`config.mk`:
```
export PLATFORM = sky130hd
export DESIGN_NAME = drl_debug_resume
export DESIGN_NICKNAME = d
export VERILOG_FILES = /design/src/drl_pkg.sv /design/src/drl_move_if.sv /design/src/drl_resume_reg.sv /design/src/drl_user_trace.sv /design/src/drl_debug_resume.sv
export SDC_FILE = /design/constraint.sdc
export NUM_CORES = 1
export LEC_CHECK = 0
export BUFFER_PORTS_ARGS = -buffer_cell sky130_fd_sc_hd__buf_2
export CAP_MARGIN = 20
export CORE_ASPECT_RATIO = 0.5
export CORE_UTILIZATION = 55
export CTS_BUF_LIST = sky130_fd_sc_hd__clkbuf_4
export CTS_CLUSTER_SIZE = 30
export DETAILED_ROUTE_END_ITERATION = 8
export PLACE_DENSITY = 0.88
export SLEW_MARGIN = 15
export SYNTH_ARGS = -nofsm -noshare
export SYNTH_HDL_FRONTEND = slang
export SYNTH_HIERARCHICAL = 1
export SYNTH_SLANG_ARGS = --single-unit
```
`constraint.sdc`:
```
create_clock -name clk_sys -period 3.31 [get_ports clk_sys]
set_input_delay 0 -clock clk_sys [delete_from_list [all_inputs] [get_ports clk_sys]]
set_output_delay 0 -clock clk_sys [all_outputs]
set_load 0.02 [all_outputs]
```
`src/drl_pkg.sv`:
```
package drl_pkg;
	// coprocessor register number and selects served by this block
	localparam logic [4:0] CP0_REG_DEBUG = 5'h18;
	localparam logic [2:0] SEL_RESUME = 3'h0;
	localparam logic [2:0] SEL_USER_TRACE = 3'h3;

	// field positions of the resume register as seen by a coprocessor move
	localparam int PC_HI = 31;
	localparam int PC_LO = 1;
	localparam int ISA_BIT = 0;

	// reset values
	localparam logic [31:0] UTD_RESET = 32'h0000_0000;
	localparam logic [1:0] ISA_RESET = 2'h0;
	localparam logic [31:0] RDATA_RESET = 32'h0000_0000;
	localparam logic [31:0] RET_RESET = 32'h0000_0000;

	// user trace record types: USER1/USER2 picked by the type select bit, NONE at reset or when trace is absent
	localparam logic [1:0] REC_TYPE_USER1 = 2'h1;
	localparam logic [1:0] REC_TYPE_USER2 = 2'h2;
	localparam logic [1:0] REC_TYPE_NONE = 2'h0;

	// read latency of a coprocessor move, in clk_sys cycles
	localparam int MOVE_READ_CYCLES = 1;

	typedef enum logic {
		DRL_RUN,
		DRL_DEBUG
	} drl_mode_t;
endpackage

```
`src/drl_move_if.sv`:
```
`timescale 1ns/1ps
interface drl_move_if;
	logic wr_resume;
	logic wr_trace;
	logic exc_take;
	logic [31:0] wdata;
	logic [31:0] exc_addr;
	logic [1:0] exc_isa;
	logic [31:0] resume_q;
	logic [1:0] isa_q;
	logic [31:0] next_resume;
	logic [1:0] next_isa;
	logic [31:0] trace_q;

	modport ctrl (
		output wr_resume, wr_trace, exc_take, wdata, exc_addr, exc_isa,
		input resume_q, isa_q, next_resume, next_isa, trace_q
	);
	modport resume (
		input wr_resume, exc_take, wdata, exc_addr, exc_isa,
		output resume_q, isa_q, next_resume, next_isa
	);
	modport trace (
		input wr_trace, wdata,
		output trace_q
	);
endinterface

```
`src/drl_resume_reg.sv`:
```
`timescale 1ns/1ps
module drl_resume_reg (
	// clock and reset
	input wire logic clk_sys,
	input wire logic reset,
	// link to the control logic
	drl_move_if.resume bus
);
	// an exception capture beats a software write in the same cycle
	always_comb begin
		bus.next_resume = bus.resume_q;
		bus.next_isa = bus.isa_q;
		if (bus.exc_take) begin
			bus.next_resume = bus.exc_addr;
			bus.next_isa = bus.exc_isa;
		end else if (bus.wr_resume) begin
			bus.next_resume = {bus.wdata[drl_pkg::PC_HI:drl_pkg::PC_LO], 1'b0};
			bus.next_isa = {1'b0, bus.wdata[drl_pkg::ISA_BIT]};
		end
	end

	// address is data, left unreset on purpose to save reset fanout
	always_ff @(posedge clk_sys) begin
		bus.resume_q <= bus.next_resume;
	end

	always_ff @(posedge clk_sys or posedge reset) begin
		if (reset) begin
			bus.isa_q <= drl_pkg::ISA_RESET;
		end else begin
			bus.isa_q <= bus.next_isa;
		end
	end
endmodule

```
`src/drl_user_trace.sv`:
```
`timescale 1ns/1ps
module drl_user_trace (
	// clock and reset
	input wire logic clk_sys,
	input wire logic reset,
	// link to the control logic
	drl_move_if.trace bus,
	// trace control
	input wire logic user_trace_type_select,
	// trace record out
	output logic rec_valid,
	output logic [1:0] rec_type,
	output logic [31:0] rec_data
);
	always_ff @(posedge clk_sys or posedge reset) begin
		if (reset) begin
			bus.trace_q <= drl_pkg::UTD_RESET;
		end else if (bus.wr_trace) begin
			bus.trace_q <= bus.wdata;
		end
	end

	// back-to-back writes are not guarded: the issuing side keeps them apart
	always_ff @(posedge clk_sys or posedge reset) begin
		if (reset) begin
			rec_valid <= 1'b0;
			rec_type <= drl_pkg::REC_TYPE_NONE;
			rec_data <= drl_pkg::UTD_RESET;
		end else begin
			rec_valid <= bus.wr_trace;
			if (bus.wr_trace) begin
				rec_type <= user_trace_type_select ? drl_pkg::REC_TYPE_USER2 : drl_pkg::REC_TYPE_USER1;
				rec_data <= bus.wdata;
			end
		end
	end
endmodule

```
`src/drl_debug_resume.sv`:
```
`timescale 1ns/1ps
// Summary of operation
// - resume register holds where execution continues after a debug exception
// - precise debug exception loads the address of the causing instruction
// - in a delay slot load the branch address and set the delay flag
// - debug interrupt loads the address where execution must resume
// - read returns pc bits 31..1 and mode field bit 0 in bit 0
// - write copies bits 31..1 to the pc and clears stored pc bit 0
// - write clears upper mode bit and loads lower mode bit from bit 0
// - debug return jumps to the address held in the resume register
// - resume register is 32 bits, read/write, undefined after reset
// - every write to user trace data emits one user trace record
// - record type follows the user trace type select bit
// - record carries all 32 written bits; register resets to zero
// - user trace data exists only when trace capability is configured
module drl_debug_resume #(
	parameter bit TRACE_PRESENT = 1'b1
) (
	// clock and reset
	input wire logic clk_sys,
	input wire logic reset,
	// coprocessor moves from the pipeline
	input wire logic coprocessor_move_to,
	input wire logic coprocessor_move_from,
	input wire logic [4:0] move_reg,
	input wire logic [2:0] move_sel,
	input wire logic [31:0] move_wdata,
	output logic move_rdata_valid,
	output logic [31:0] move_rdata,
	// debug exception entry
	input wire logic debug_exc_valid,
	input wire logic debug_exc_async,
	input wire logic debug_exc_delay_slot,
	input wire logic [31:0] debug_exc_pc,
	input wire logic [31:0] debug_exc_branch_pc,
	input wire logic [31:0] debug_exc_resume_pc,
	input wire logic [1:0] debug_exc_isa,
	// debug return
	input wire logic debug_return_instruction,
	output logic return_valid,
	output logic [31:0] return_target,
	output logic [1:0] return_isa,
	// status
	output logic debug_branch_delay_flag,
	output logic [1:0] instruction_set_mode_field,
	output logic in_debug_mode,
	// trace
	input wire logic user_trace_type_select,
	output logic trace_rec_valid,
	output logic [1:0] trace_rec_type,
	output logic [31:0] trace_rec_data
);
	drl_move_if bus ();

	drl_pkg::drl_mode_t mode;
	drl_pkg::drl_mode_t next_mode;
	logic hit_resume;
	logic hit_trace;
	logic return_take;
	logic [31:0] next_rdata;

	function automatic logic drl_hit(input logic [4:0] r, input logic [2:0] s, input logic [2:0] want);
		drl_hit = (r == drl_pkg::CP0_REG_DEBUG) && (s == want);
	endfunction

	// register decode
	assign hit_resume = drl_hit(move_reg, move_sel, drl_pkg::SEL_RESUME);
	assign hit_trace = drl_hit(move_reg, move_sel, drl_pkg::SEL_USER_TRACE) && TRACE_PRESENT;

	assign bus.wdata = move_wdata;
	assign bus.wr_resume = coprocessor_move_to && hit_resume;
	assign bus.wr_trace = coprocessor_move_to && hit_trace;

	// exception address selection
	assign bus.exc_take = debug_exc_valid;
	assign bus.exc_isa = debug_exc_isa;
	always_comb begin
		if (debug_exc_async) begin
			bus.exc_addr = debug_exc_resume_pc;
		end else if (debug_exc_delay_slot) begin
			bus.exc_addr = debug_exc_branch_pc;
		end else begin
			bus.exc_addr = debug_exc_pc;
		end
	end

	// branch delay flag only describes precise exceptions
	always_ff @(posedge clk_sys or posedge reset) begin
		if (reset) begin
			debug_branch_delay_flag <= 1'b0;
		end else if (debug_exc_valid) begin
			debug_branch_delay_flag <= !debug_exc_async && debug_exc_delay_slot;
		end
	end

	// read mux
	always_comb begin
		next_rdata = drl_pkg::RDATA_RESET;
		if (hit_resume) begin
			next_rdata = {bus.resume_q[drl_pkg::PC_HI:drl_pkg::PC_LO], bus.isa_q[0]};
		end else if (hit_trace) begin
			next_rdata = bus.trace_q;
		end
	end

	always_ff @(posedge clk_sys or posedge reset) begin
		if (reset) begin
			move_rdata_valid <= 1'b0;
			move_rdata <= drl_pkg::RDATA_RESET;
		end else begin
			move_rdata_valid <= coprocessor_move_from;
			if (coprocessor_move_from) begin
				move_rdata <= next_rdata;
			end
		end
	end

	// debug mode tracking; a new exception outranks a return in the same cycle
	assign return_take = debug_return_instruction && (mode == drl_pkg::DRL_DEBUG) && !debug_exc_valid;

	always_comb begin
		next_mode = mode;
		case (mode)
			drl_pkg::DRL_RUN: begin
				if (debug_exc_valid) begin
					next_mode = drl_pkg::DRL_DEBUG;
				end
			end
			drl_pkg::DRL_DEBUG: begin
				if (return_take) begin
					next_mode = drl_pkg::DRL_RUN;
				end
			end
			default: begin
				next_mode = drl_pkg::DRL_RUN;
			end
		endcase
	end

	always_ff @(posedge clk_sys or posedge reset) begin
		if (reset) begin
			mode <= drl_pkg::DRL_RUN;
		end else begin
			mode <= next_mode;
		end
	end

	assign in_debug_mode = (mode == drl_pkg::DRL_DEBUG);

	// return target taken from the next value so a same-cycle write is honoured
	always_ff @(posedge clk_sys or posedge reset) begin
		if (reset) begin
			return_valid <= 1'b0;
			return_target <= drl_pkg::RET_RESET;
			return_isa <= drl_pkg::ISA_RESET;
		end else begin
			return_valid <= return_take;
			if (return_take) begin
				return_target <= bus.next_resume;
				return_isa <= bus.next_isa;
			end
		end
	end

	assign instruction_set_mode_field = bus.isa_q;

	drl_resume_reg u_resume (
		.clk_sys(clk_sys),
		.reset(reset),
		.bus(bus.resume)
	);

	generate
		if (TRACE_PRESENT) begin : g_trace
			drl_user_trace u_trace (
				.clk_sys(clk_sys),
				.reset(reset),
				.bus(bus.trace),
				.user_trace_type_select(user_trace_type_select),
				.rec_valid(trace_rec_valid),
				.rec_type(trace_rec_type),
				.rec_data(trace_rec_data)
			);
		end else begin : g_no_trace
			// absent register reads as zero and never emits
			assign bus.trace_q = drl_pkg::UTD_RESET;
			assign trace_rec_valid = 1'b0;
			assign trace_rec_type = drl_pkg::REC_TYPE_NONE;
			assign trace_rec_data = drl_pkg::UTD_RESET;
		end
	endgenerate
endmodule

```
==> results of run 1 <==
## what timing repair did
item	CTS	global route
buffers inserted	0	0
hold endpoints to repair	173	0
hold buffers	100	0
## state kept, by name (all words and copies together), names as in the netlist, 2 cells and up
| register | count |
|---|---|
| g_trace.u_trace/bus.trace_q | 32 |
| u_resume/bus.resume_q | 32 |
| return_target | 32 |
| u_resume/bus.isa_q | 2 |
| move_rdata | 32 |
| g_trace.u_trace/rec_type | 2 |
| return_isa | 2 |
## layer usage
layer  global-route usage  share of wire  vias up
li1                     -              -     2655
met1                0.356           0.39     2907
met2                0.569           0.51      308
met3               0.0654          0.058       93
met4                0.190          0.043        0
met5                    0              0        -
## cell usage after synthesis
cell type	n
sky130_fd_sc_hd__and3b_2	1
sky130_fd_sc_hd__clkbuf_2	1
sky130_fd_sc_hd__o22ai_1	2
sky130_fd_sc_hd__buf_12	6
sky130_fd_sc_hd__mux2_4	29
sky130_fd_sc_hd__buf_6	5
sky130_fd_sc_hd__o21ai_1	29
sky130_fd_sc_hd__mux2i_1	65
sky130_fd_sc_hd__o21ai_0	36
sky130_fd_sc_hd__nor2_2	1
sky130_fd_sc_hd__nand3b_4	1
sky130_fd_sc_hd__nor2_1	1
sky130_fd_sc_hd__buf_4	37
sky130_fd_sc_hd__and2_1	1
sky130_fd_sc_hd__o22ai_2	30
sky130_fd_sc_hd__nand2_1	64
sky130_fd_sc_hd__a21o_1	1
sky130_fd_sc_hd__dfxtp_1	32
sky130_fd_sc_hd__and3_1	2
sky130_fd_sc_hd__nor4b_4	1
sky130_fd_sc_hd__mux2_1	5
sky130_fd_sc_hd__clkbuf_1	14
sky130_fd_sc_hd__mux2_2	33
sky130_fd_sc_hd__a22oi_1	32
sky130_fd_sc_hd__buf_1	2
sky130_fd_sc_hd__nand3b_1	1
sky130_fd_sc_hd__a22o_1	2
sky130_fd_sc_hd__nand4b_4	1
sky130_fd_sc_hd__buf_2	10
sky130_fd_sc_hd__inv_1	39
sky130_fd_sc_hd__dfrtp_1	107
## report_power, final
| part | switching, mW | leakage (nW) | total, mW | internal [mW] |
|---|---|---|---|---|
| combinational | 0.497 | 2.64 | 0.917 | 0.420 |
| clock | 0.616 | 0.167 | 1.22 | 0.599 |
| sequential | 0.0992 | 1.69 | 1.96 | 1.86 |
## placed cells by master (no fill, tap or decap), types with 29 or more instances in the layout
| cell type | n |
|---|---|
| sky130_fd_sc_hd__o21ai_0 | 36 |
| sky130_fd_sc_hd__dfxtp_1 | 32 |
| sky130_fd_sc_hd__nand2_1 | 64 |
| sky130_fd_sc_hd__buf_2 | 253 |
| sky130_fd_sc_hd__o21ai_1 | 29 |
| sky130_fd_sc_hd__a22oi_1 | 32 |
| sky130_fd_sc_hd__inv_1 | 37 |
| sky130_fd_sc_hd__mux2i_1 | 65 |
| sky130_fd_sc_hd__mux2_2 | 33 |
| sky130_fd_sc_hd__dfrtp_1 | 107 |
| sky130_fd_sc_hd__dlygate4sd3_1 | 100 |
| sky130_fd_sc_hd__o22ai_2 | 30 |
| sky130_fd_sc_hd__mux2_4 | 29 |
## path summary, 6_finish.rpt
| kind | start | endpoint | slack, ns | depth (start not counted) |
|---|---|---|---|---|
| max | debug_exc_delay_slot | return_target[25] | 0.83 | 8 |
| min | debug_exc_pc[20] | u_resume/bus.resume_q[20] | 0.05 | 5 |
| max reg2reg | in_debug_mode | return_target[25] | 1.76 | 2 |
| min reg2reg | return_target[1] | return_target[1] | 0.51 | 1 |
| max in group asynchronous | reset | move_rdata[26] | 2.21 | 4 |
| min in group asynchronous | reset | return_target[0] | 0.24 | 3 |
## cells by family (layout without fill, tap and decap cells)
family,Yosys count,in the layout,synth area share
compound gates,132,132,0.142
buf+inv,114,431,0.104
flops,139,139,0.482
mux,132,132,0.220
other cells,0,2,0
simple gates,74,74,0.0515
## area by class of cell
type,instances,area share
antenna,2,0.000544
timing repair buffer,361,0.256
multi-input combinational,338,0.311
clock inverter,13,0.0192
clock buffer,18,0.0147
inverter,39,0.0159
tap,165,0.0224
sequential,139,0.361
## worst reg2reg max path: stages (launching register included)
cell	delay (ns)
sky130_fd_sc_hd__dfrtp_1	0.43
sky130_fd_sc_hd__nand3b_4	0.50
sky130_fd_sc_hd__mux2_1	0.51
==> results.env, run 1 <==
OUTCOME='complete, no violations'
POST-ROUTE-MIN-PERIOD_NS=2.48
CELLS_ALONG_THE_CRITICAL_PATH='buf_2, mux2i_1, o21ai_0, dlygate4sd3_1, nand2_1, dlygate4sd3_1, o21ai_1, mux2_1'
DIE_X_UM=160
SLOWEST_STAGE='sky130_fd_sc_hd__buf_2'
POST_SYNTHESIS_CELL_AREA_UM2=6880
SYNTH.YOSYS.WARNINGS=6
YOSYSSEQAREASHARE=0.482
CLOCK-SINKS=139
CTS-HTREE-LEVELS=4
FINAL.SETUP.WORST_SLACK_NS=0.829
CLOCK_SKEW_NS=0.0244
CRITPATHCAPTURETYPE='register'
DRTANTENNAVIOLNETS=0
CP.REQUIRED_NS=3.68
CTS_TREE='done'
CRITPATHLAUNCHTYPE='primary input'
FIRST_PASS_ITERS=7
BUFFER_PORTS.INSERTED=253
SYNTH_TOP_AREA_SHARE=0.389
DETAILED_PLACE_HPWL_MM=11.9
AREA_OVERHEAD_OF_THE_LAYOUT_RELATIVE_TO_SYNTHESIS_PCT=33.7
SEQUENTIAL_AREA_UM2=3320
FLIP_FLOP_AND_LATCH_COUNT_AFTER_SYNTHESIS=139
NUMBER_OF_MAX_CAP_VIOLATIONS=0
ROWS=28
I_O_PIN_COUNT=254
GLOBALROUTEOVERFLOWTOTAL=0
DETAIL_ROUTE.ITER0.VIOLATIONS=402
ROUTED-VIA-COUNT=5963
POWER.IR.VDD_WORST_mV=0.233
TIMING.FINAL.HOLD_VIOLATIONS=0
CRITPATHMAXSTAGEDELAY_NS=0.85
WORST_SKEW_PAIR.LATE_LATENCY_NS=0.50
LEAKAGE_DISSIPATION_nW=4.49
CTS_REPAIR_RESIZE_COUNT=0
FINAL-INSTANCE-COUNT-EXCL-FILL=1075
DIE_FOOTPRINT_UM2=13000
CORE_AREA_UM2=12000
HOLD_WS_NS=0.0528
POST-ROUTE-PERIOD-UTIL=0.750
POSTSYNTHNETCOUNT=738
GPL_WTD_CONG=0.782
PLACEDINSTANCEAREA_UM2=7880
YS_TYPES=31
CRITICAL-PATH-TOP-DELAY-FAMILY='buffers and inverters'
CRITICAL_PATH_BUF_INV_COUNT=3
ARRIVAL_TIME_AT_THE_WORST_ENDPOINT_NS=2.85
FINAL.SETUP.TNS_NS=0
GRT_SETUP_UNREPAIRED='false'
CRITICAL_PATH.MAX_FANOUT=33
GRT_START_MAX_NET_PINS=66
CRITICAL_PATH_CLASS='primary input to register'
GRT_PASS1_WL_MM=31.4
POSTSYNTHAREAPERCELL_UM2=11.6
POST-ROUTE-CELL-AREA_UM2=9200
INITIAL_UTILIZATION=0.573
NUM-FILL-CELLS=799
CRIT_TOP_CELL='sky130_fd_sc_hd__dlygate4sd3_1'
WORST_HOLD_PATH_TYPE='primary input to register'
SETUP_VIOL=0
DRIVE_ABOVE_1_SHARE=0.432
FIN_TOTAL_PWR_mW=4.09
UTILIZATION=0.765
PATH_CLK_SLEW_NS=0.11
MAX_SLEW.WORST_PIN.SLEW_NS=1.15
SYNTH.AREA.TOP_CELLS='sky130_fd_sc_hd__dfrtp_1 39%, sky130_fd_sc_hd__mux2i_1 9.5%, sky130_fd_sc_hd__dfxtp_1 9.3%'
MULTI_INPUT_AREA_UM2=2860
GRT_PASS1_VIAS=6365
POST-PLACE-CELLS=942
POWER_DENSITY_nW_PER_UM2=445
MAXCLOCKFREQUENCY_GHz=0.403
CTS_MADE_BUFFERS=17
ROUTE.FINAL.WIRE_LENGTH_MM=20.3
VIAS_PER_CELL=5.55
DRT-WIRELENGTH-PER-CELL_UM=18.9
GROUTE.USAGE.OVERALL=0.315
DIEHEIGHT_UM=81.1
CTS_BUFFER_DEPTH=2
ANTENNA_FOUND_INITIAL=2
YOSYS.AREA.TOP_TYPE='sky130_fd_sc_hd__dfrtp_1'
PRECTSSETUPSLACK_NS=1.22
SLEW_VIOL_FINAL=0
DESIGN.FINAL.NETS=1043
SYN-INSTANCE-COUNT=591
DRC_ERRORS=0
ROOT_BUFFER='sky130_fd_sc_hd__clkbuf_4'
MAX-SLEW-MARGIN-REL=0.231
Power figures use the tool's default switching activity.
==> run 2: changes to the inputs <==
--- a/config.mk
+++ b/config.mk
@@ -8,11 +8,11 @@
 export BUFFER_PORTS_ARGS = -buffer_cell sky130_fd_sc_hd__buf_2
 export CAP_MARGIN = 20
 export CORE_ASPECT_RATIO = 0.5
-export CORE_UTILIZATION = 55
+export CORE_UTILIZATION = 46
 export CTS_BUF_LIST = sky130_fd_sc_hd__clkbuf_4
 export CTS_CLUSTER_SIZE = 30
 export DETAILED_ROUTE_END_ITERATION = 8
-export PLACE_DENSITY = 0.88
+export PLACE_DENSITY = 0.78
 export SLEW_MARGIN = 15
 export SYNTH_ARGS = -nofsm -noshare
 export SYNTH_HDL_FRONTEND = slang
==> constraint.sdc (replaced) <==
create_clock -name clk_sys -period 2 [get_ports clk_sys]
set_input_delay 0 -clock clk_sys [delete_from_list [all_inputs] [get_ports clk_sys]]
set_output_delay 0 -clock clk_sys [all_outputs]
set_load 0.02 [all_outputs]
==> run 2 against run 1 <==
Combinational power increased by 72%; first-iteration DRC count decreased by 24%; via count decreased by 0.52%; largest cell class unchanged; setup slack got worse by 0.80 ns; utilization decreased by 9.6 points; sequential power increased by 66%; count of clock-buffer cells in the layout increased by 2; cell area increased by 5.8%; clock power increased by 89%; sequential share of layout area decreased by 2.0 points.
==> results.env, run 2 (synthesized netlist as in run 1, its figures left out) <==
GRT_PASS1_WL_MM=32.1
DRC_ERRORS=0
POWER_DENSITY_nW_PER_UM2=733
CRITICAL_PATH_CLASS='primary input to register'
CTS_BUFFER_DEPTH=2
MAXCLOCKFREQUENCY_GHz=0.506
WORST_HOLD_PATH_TYPE='primary input to register'
ROUTE.FINAL.WIRE_LENGTH_MM=20.9
MOSTFREQUENTLAYOUTCELLS='252 x sky130_fd_sc_hd__buf_2, 130 x sky130_fd_sc_hd__dlygate4sd3_1, 107 x sky130_fd_sc_hd__dfrtp_1'
DRT-WIRELENGTH-PER-CELL_UM=18.2
DRTANTENNAVIOLNETS=0
DIE_FOOTPRINT_UM2=15500
TIMING.FINAL.HOLD_VIOLATIONS=0
CRITPATHLAUNCHTYPE='primary input'
NUMBER_OF_MAX_CAP_VIOLATIONS=0
FINAL.SETUP.TNS_NS=0
ROOT_BUFFER='sky130_fd_sc_hd__clkbuf_4'
GLOBALROUTEOVERFLOWTOTAL=0
DESIGN.FINAL.NETS=1083
NUM-FILL-CELLS=1086
DETAIL_ROUTE.ITER0.VIOLATIONS=307
DIE_X_UM=175
CLOCK_SKEW_NS=0.0252
VIAS_PER_CELL=5.17
CTS_SETUP_BUFFERS=0
CORE_AREA_UM2=14500
PRECTSSETUPSLACK_NS=0.179
DRIVE_ABOVE_1_SHARE=0.426
MAX_SLEW.WORST_PIN.SLEW_NS=0.931
RR_STARTPOINT='in_debug_mode'
MET2_WL_MM=10.7
FINAL.SETUP.WORST_SLACK_NS=0.0242
ARRIVAL_TIME_AT_THE_WORST_ENDPOINT_NS=2.39
SLEW_VIOL_FINAL=0
FINAL_COMMON_CELL='sky130_fd_sc_hd__buf_2'
AREA_OVERHEAD_OF_THE_LAYOUT_RELATIVE_TO_SYNTHESIS_PCT=41.5
FIRST_PASS_ITERS=5
POST-ROUTE-CELL-AREA_UM2=9730
ANTENNA_FOUND_INITIAL=0
CTS-HTREE-LEVELS=4
DETAILED_PLACE_HPWL_MM=12.8
GPL_WTD_CONG=0.813
SETUP_VIOL=0
MIN-DELAY-START='debug_exc_pc[18]'
CP.REQUIRED_NS=2.41
GRT_START_MAX_NET_PINS=36
CTS_MADE_BUFFERS=17
PATH_CLK_SLEW_NS=0.11
POWER.IR.VDD_WORST_mV=0.432
ROUTED-VIA-COUNT=5932
I_O_PIN_COUNT=254
PLACEDINSTANCEAREA_UM2=8060
POST-ROUTE-MIN-PERIOD_NS=1.98
OUTCOME='complete, no violations'
CRITPATHCAPTURETYPE='register'
DIEHEIGHT_UM=88.5
ROUTE.MET3.WL_MM=1.03
BUFFER_PORTS.INSERTED=253
ANTENNA-DIODE-COUNT=0
CRIT_PATH_START='debug_exc_resume_pc[3]'
GRT_PASS1_VIAS=6380
LEAKAGE_DISSIPATION_nW=4.68
TOP_LAYER='met4'
CLOCK-SINKS=139
POST-ROUTE-PERIOD-UTIL=0.988
MAX-SLEW-MARGIN-REL=0.380
HOLD_DEPTH=5
WORSTREGTOREGCELLS=2
GROUTE.USAGE.OVERALL=0.272
GRT_SETUP_UNREPAIRED='false'
HOLD_WS_NS=0.0370
CTS_TREE='done'
INITIAL_UTILIZATION=0.473
MET1WIRELENGTH_MM=8.37
ROWS=31
WORST_SKEW_PAIR.LATE_LATENCY_NS=0.53
CRITICAL_PATH.MAX_FANOUT=2
run 2: cell types whose count changed in the layout (fill, tap and decap cells not counted), moves of 2 or more:
cell	before	now
sky130_fd_sc_hd__dlygate4sd3_1	100	130
sky130_fd_sc_hd__buf_12	2	7
sky130_fd_sc_hd__buf_4	6	11
sky130_fd_sc_hd__clkbuf_4	18	21
sky130_fd_sc_hd__bufinv_16	4	6
sky130_fd_sc_hd__clkinv_2	3	1
sky130_fd_sc_hd__diode_2	2	0
run 2: worst paths after layout:
| kind | endpoint | slack [ns] |
|---|---|---|
| setup / recovery | return_target[3] | 0.02 |
| hold / removal | u_resume/bus.resume_q[18] | 0.04 |
| setup reg to reg | return_target[1] | 0.44 |
| hold reg to reg | u_resume/bus.resume_q[0] | 0.50 |
| max in group asynchronous | move_rdata[14] | 1.12 |
| min in group asynchronous | return_target[5] | 0.21 |
run 2: what timing repair did:
action / CTS / global route
hold buffers: 129 / 1
endpoints found under the hold margin: 182 / 1
setup endpoints to repair: 0 / 7
resized for setup: 0 / 1
run 2: metrics by stage:
stage                     instances  utilization  power (mW)
after floorplan                 591            -        4.10
after global placement          985        0.554        4.56
after detailed placement        985        0.554        4.61
after CTS                      1146        0.668        7.13
after global routing           1147        0.669        7.46
final                          1147        0.669        7.14
run 2: worst max-delay path: stages:
cell and delay (ns):
sky130_fd_sc_hd__dlygate4sd3_1 0.53, sky130_fd_sc_hd__buf_2 0.12, sky130_fd_sc_hd__nand2_1 0.05, sky130_fd_sc_hd__o21ai_0 0.10, sky130_fd_sc_hd__dlygate4sd3_1 0.60, sky130_fd_sc_hd__nand2_1 0.08
sky130_fd_sc_hd__dlygate4sd3_1 0.56, sky130_fd_sc_hd__o21ai_1 0.08, sky130_fd_sc_hd__mux2_2 0.27
run 2: metal layers:
metal,GRT usage,vias to the layer above
met5,0,-
met4,0.142,0
met3,0.0541,65
met2,0.495,238
met1,0.313,2899
li1,-,2730
run 2: cell type report:
type,instances,area (µm²),area share
Clock inverter,12,221,0.0228
Tap cell,198,248,0.0255
Timing Repair Buffer,401,2790,0.287
Clock buffer,20,150,0.0154
Inverter,39,146,0.0150
Multi-Input combinational cell,338,2860,0.293
Sequential cell,139,3320,0.341
run 2: report_power, final:
group	switching (mW)	internal [mW]
clock	1.03	1.28
combinational	0.826	0.753
sequential	0.167	3.08
total	2.02	5.11
==> run 3: changes to the inputs <==
--- a/config.mk
+++ b/config.mk
@@ -16,5 +16,4 @@
 export SLEW_MARGIN = 15
 export SYNTH_ARGS = -nofsm -noshare
 export SYNTH_HDL_FRONTEND = slang
-export SYNTH_HIERARCHICAL = 1
 export SYNTH_SLANG_ARGS = --single-unit
==> run 3 against run 2 <==
Via count grew 19%; clock skew fell by 0.0039 ns; sequential cell count did not move; combinational power decreased by 4%; utilization decreased by 1.5 points; setup slack better by 0.15 ns; critical path depth decreased by 2; critical endpoint is now u_resume.bus.resume_q[22].
==> results.env, run 3 <==
SYNTH.YOSYS.WARNINGS=0
CELLS_ALONG_THE_CRITICAL_PATH='dlygate4sd3_1, buf_2, nand2b_2, buf_4, o22ai_1, a221oi_1, dlygate4sd3_1'
DRT-WIRELENGTH-PER-CELL_UM=19.3
ARRIVAL_TIME_AT_THE_WORST_ENDPOINT_NS=2.29
DRC_ERRORS=0
YOSYSSEQAREASHARE=0.483
POST_SYNTHESIS_CELL_AREA_UM2=6880
TIMING.FINAL.HOLD_VIOLATIONS=0
FINAL.SETUP.TNS_NS=0
FLIP_FLOP_AND_LATCH_COUNT_AFTER_SYNTHESIS=139
SYNTH_EDF_COUNT=0
GPL_WTD_CONG=0.805
DETAIL_ROUTE.ITER0.VIOLATIONS=582
POST-ROUTE-PERIOD-UTIL=0.915
PATH_CLK_SLEW_NS=0.13
CTS_MADE_BUFFERS=17
GLOBALROUTEOVERFLOWTOTAL=0
SLOWEST_STAGE='sky130_fd_sc_hd__dlygate4sd3_1'
CTS-HTREE-LEVELS=4
MAX-SLEW-MARGIN-REL=0.531
INITIAL_UTILIZATION=0.473
DRTANTENNAVIOLNETS=0
GROUTE.USAGE.OVERALL=0.299
CTS_REPAIR_RESIZE_COUNT=0
ANTENNA-DIODE-COUNT=0
YS_TYPES=40
GRT_PASS1_VIAS=6946
FINAL_COMMON_CELL='sky130_fd_sc_hd__buf_2'
CRITPATHLAUNCHTYPE='primary input'
DESIGN.FINAL.NETS=1145
VIAS_PER_CELL=5.86
ROWS=31
POWER_DENSITY_nW_PER_UM2=713
CRITPATHMAXSTAGEDELAY_NS=0.58
GRT_SETUP_UNREPAIRED='false'
ANTENNA_FOUND_INITIAL=0
CP.REQUIRED_NS=2.46
CRITICAL_PATH.MAX_FANOUT=12
CRITICAL_PATH_CLASS='primary input to register'
POST-ROUTE-CELL-AREA_UM2=9520
FIRST_PASS_ITERS=5
DRIVE_ABOVE_1_SHARE=0.382
NUMBER_OF_MAX_CAP_VIOLATIONS=0
NETLIST_TOP_CELLS_COUNT='107 x sky130_fd_sc_hd__dfrtp_1, 65 x sky130_fd_sc_hd__nor2_1, 61 x sky130_fd_sc_hd__mux2_2, 61 x sky130_fd_sc_hd__o31ai_1, 55 x sky130_fd_sc_hd__clkbuf_1'
CLOCK_SKEW_NS=0.0212
GRT_PASS1_WL_MM=35.8
CTS_BUFFER_DEPTH=2
LEAKAGE_DISSIPATION_nW=4.81
POWER.IR.VDD_WORST_mV=0.412
WORST_HOLD_PATH_TYPE='primary input to async pin'
MAXCLOCKFREQUENCY_GHz=0.547
POSTSYNTHAREAPERCELL_UM2=9.94
PLACEDINSTANCEAREA_UM2=8450
MOSTFREQUENTLAYOUTCELLS='253 x sky130_fd_sc_hd__buf_2, 107 x sky130_fd_sc_hd__dfrtp_1, 76 x sky130_fd_sc_hd__dlygate4sd3_1'
SYNTH-MAIN-FF-CELL='sky130_fd_sc_hd__dfrtp_1'
WORST_SKEW_PAIR.LATE_LATENCY_NS=0.51
ROOT_BUFFER='sky130_fd_sc_hd__clkbuf_4'
CORE_AREA_UM2=14500
DIEHEIGHT_UM=88.5
POST-ROUTE-MIN-PERIOD_NS=1.83
MOST_INSTANTIATED_LIBRARY_CELL_AFTER_SYNTHESIS='sky130_fd_sc_hd__dfrtp_1'
CTS_TREE='done'
SLEW_VIOL_FINAL=0
BUFFER_PORTS.INSERTED=253
AREA_OVERHEAD_OF_THE_LAYOUT_RELATIVE_TO_SYNTHESIS_PCT=38.5
DIE_FOOTPRINT_UM2=15500
YOSYS.AREA.TOP_TYPE='sky130_fd_sc_hd__dfrtp_1'
SYNTH_TOP_AREA_SHARE=0.389
SETUP_VIOL=0
I_O_PIN_COUNT=254
SYNTH.AREA.TOP_CELLS='sky130_fd_sc_hd__dfrtp_1 39%, sky130_fd_sc_hd__mux2_2 10%, sky130_fd_sc_hd__dfxtp_1 9.3%'
CRITPATHCAPTURETYPE='register'
ROUTED-VIA-COUNT=7084
CLOCK-SINKS=139
DETAILED_PLACE_HPWL_MM=15.1
ROUTE.FINAL.WIRE_LENGTH_MM=23.3
DIE_X_UM=175
GRT_START_MAX_NET_PINS=49
SYNTH_ASYNC_SR_FLOP_SHARE=0.770
CRIT_TOP_CELL='sky130_fd_sc_hd__dlygate4sd3_1'
POSTSYNTHNETCOUNT=839
SYN-INSTANCE-COUNT=692
MAX_SLEW.WORST_PIN.SLEW_NS=0.697
OUTCOME='complete, no violations'
run 3: changes by cell type after synthesis, moves of 32 or more:
cell	change
sky130_fd_sc_hd__nand4_1	+32
sky130_fd_sc_hd__a22oi_1	-32
sky130_fd_sc_hd__mux2i_1	-62
sky130_fd_sc_hd__nor2_1	+64
sky130_fd_sc_hd__o31ai_1	+61
sky130_fd_sc_hd__a31oi_1	+34
sky130_fd_sc_hd__nand2_1	-32
sky130_fd_sc_hd__buf_4	-37
sky130_fd_sc_hd__clkbuf_1	+41
sky130_fd_sc_hd__o21ai_0	-33
run 3: per-stage QoR:
step / hold slack [ns] / power [mW] / cells / utilization / setup WS (ns)
floorplan: 0.0314 / 4.04 / 692 / - / 0.499
global placement: 0.0291 / 4.60 / 1101 / 0.581 / 0.442
detailed placement: 0.0301 / 4.65 / 1101 / 0.581 / 0.380
CTS: 0.00172 / 6.78 / 1209 / 0.655 / 0.240
global route: 0.00553 / 7.05 / 1209 / 0.655 / 0.108
finish: 0.0245 / 6.79 / 1209 / 0.655 / 0.170
run 3: worst paths after layout:
kind                                           start                              to  slack [ns]  cells after the start
max                                  debug_exc_async       u_resume.bus.resume_q[22]        0.17                      7
min                                            reset  g_trace.u_trace.bus.trace_q[8]        0.02                      3
max reg2reg                u_resume.bus.resume_q[30]       u_resume.bus.resume_q[30]        0.61                      4
min reg2reg                 u_resume.bus.resume_q[3]                return_target[3]        0.49                      2
max in group asynchronous                      reset  g_trace.u_trace.bus.trace_q[5]        1.25                      4
min in group clk_sys                 debug_exc_valid       u_resume.bus.resume_q[24]        0.02                      3
run 3: cells by family (layout without fill, tap and decap cells):
group | count (synthesis) | after routing | share of synthesized area
AOI/OAI and AO/OA | 196 | 196 | 0.208
buffers and inverters | 106 | 425 | 0.0606
DFF | 139 | 139 | 0.483
muxes | 66 | 66 | 0.108
and+or+nand+nor | 185 | 185 | 0.141
run 3: repair_timing:
item                                   in CTS  in global routing
hold buffers                               76                  0
endpoints found under the hold margin     215                  0
buffers inserted                            0                  0
run 3: final cells by class:
class	instances	area, µm²
Tap cell	198	248
Multi-Input combinational cell	447	3190
Clock inverter	14	178
Timing Repair Buffer	357	2310
Clock buffer	18	135
Sequential cell	139	3320
Inverter	36	139
Fill cell	1201	5020
run 3: power breakdown:
group | switching, mW | internal [mW] | leakage, nW | total, mW
Combinational | 0.859 | 0.650 | 3.01 | 1.51
Sequential | 0.174 | 3.06 | 1.63 | 3.23
Clock | 1.05 | 0.990 | 0.162 | 2.04
Total | 2.09 | 4.70 | 4.81 | 6.79
run 3: worst max-delay path: cells and delay by family:
family | cells | cell delay [ns]
buffers and inverters | 4 | 1.58
AND/OR/NAND/NOR | 1 | 0.40
AO/OA/AOI/OAI | 2 | 0.31
run 3: per-layer routing:
metal | track usage | up-vias | part of all wire
met3 | 0.0494 | 59 | 0.080
met2 | 0.520 | 426 | 0.48
met5 | 0 | - | 0
met1 | 0.376 | 3425 | 0.41
met4 | 0.127 | 0 | 0.028
li1 | - | 3174 | -
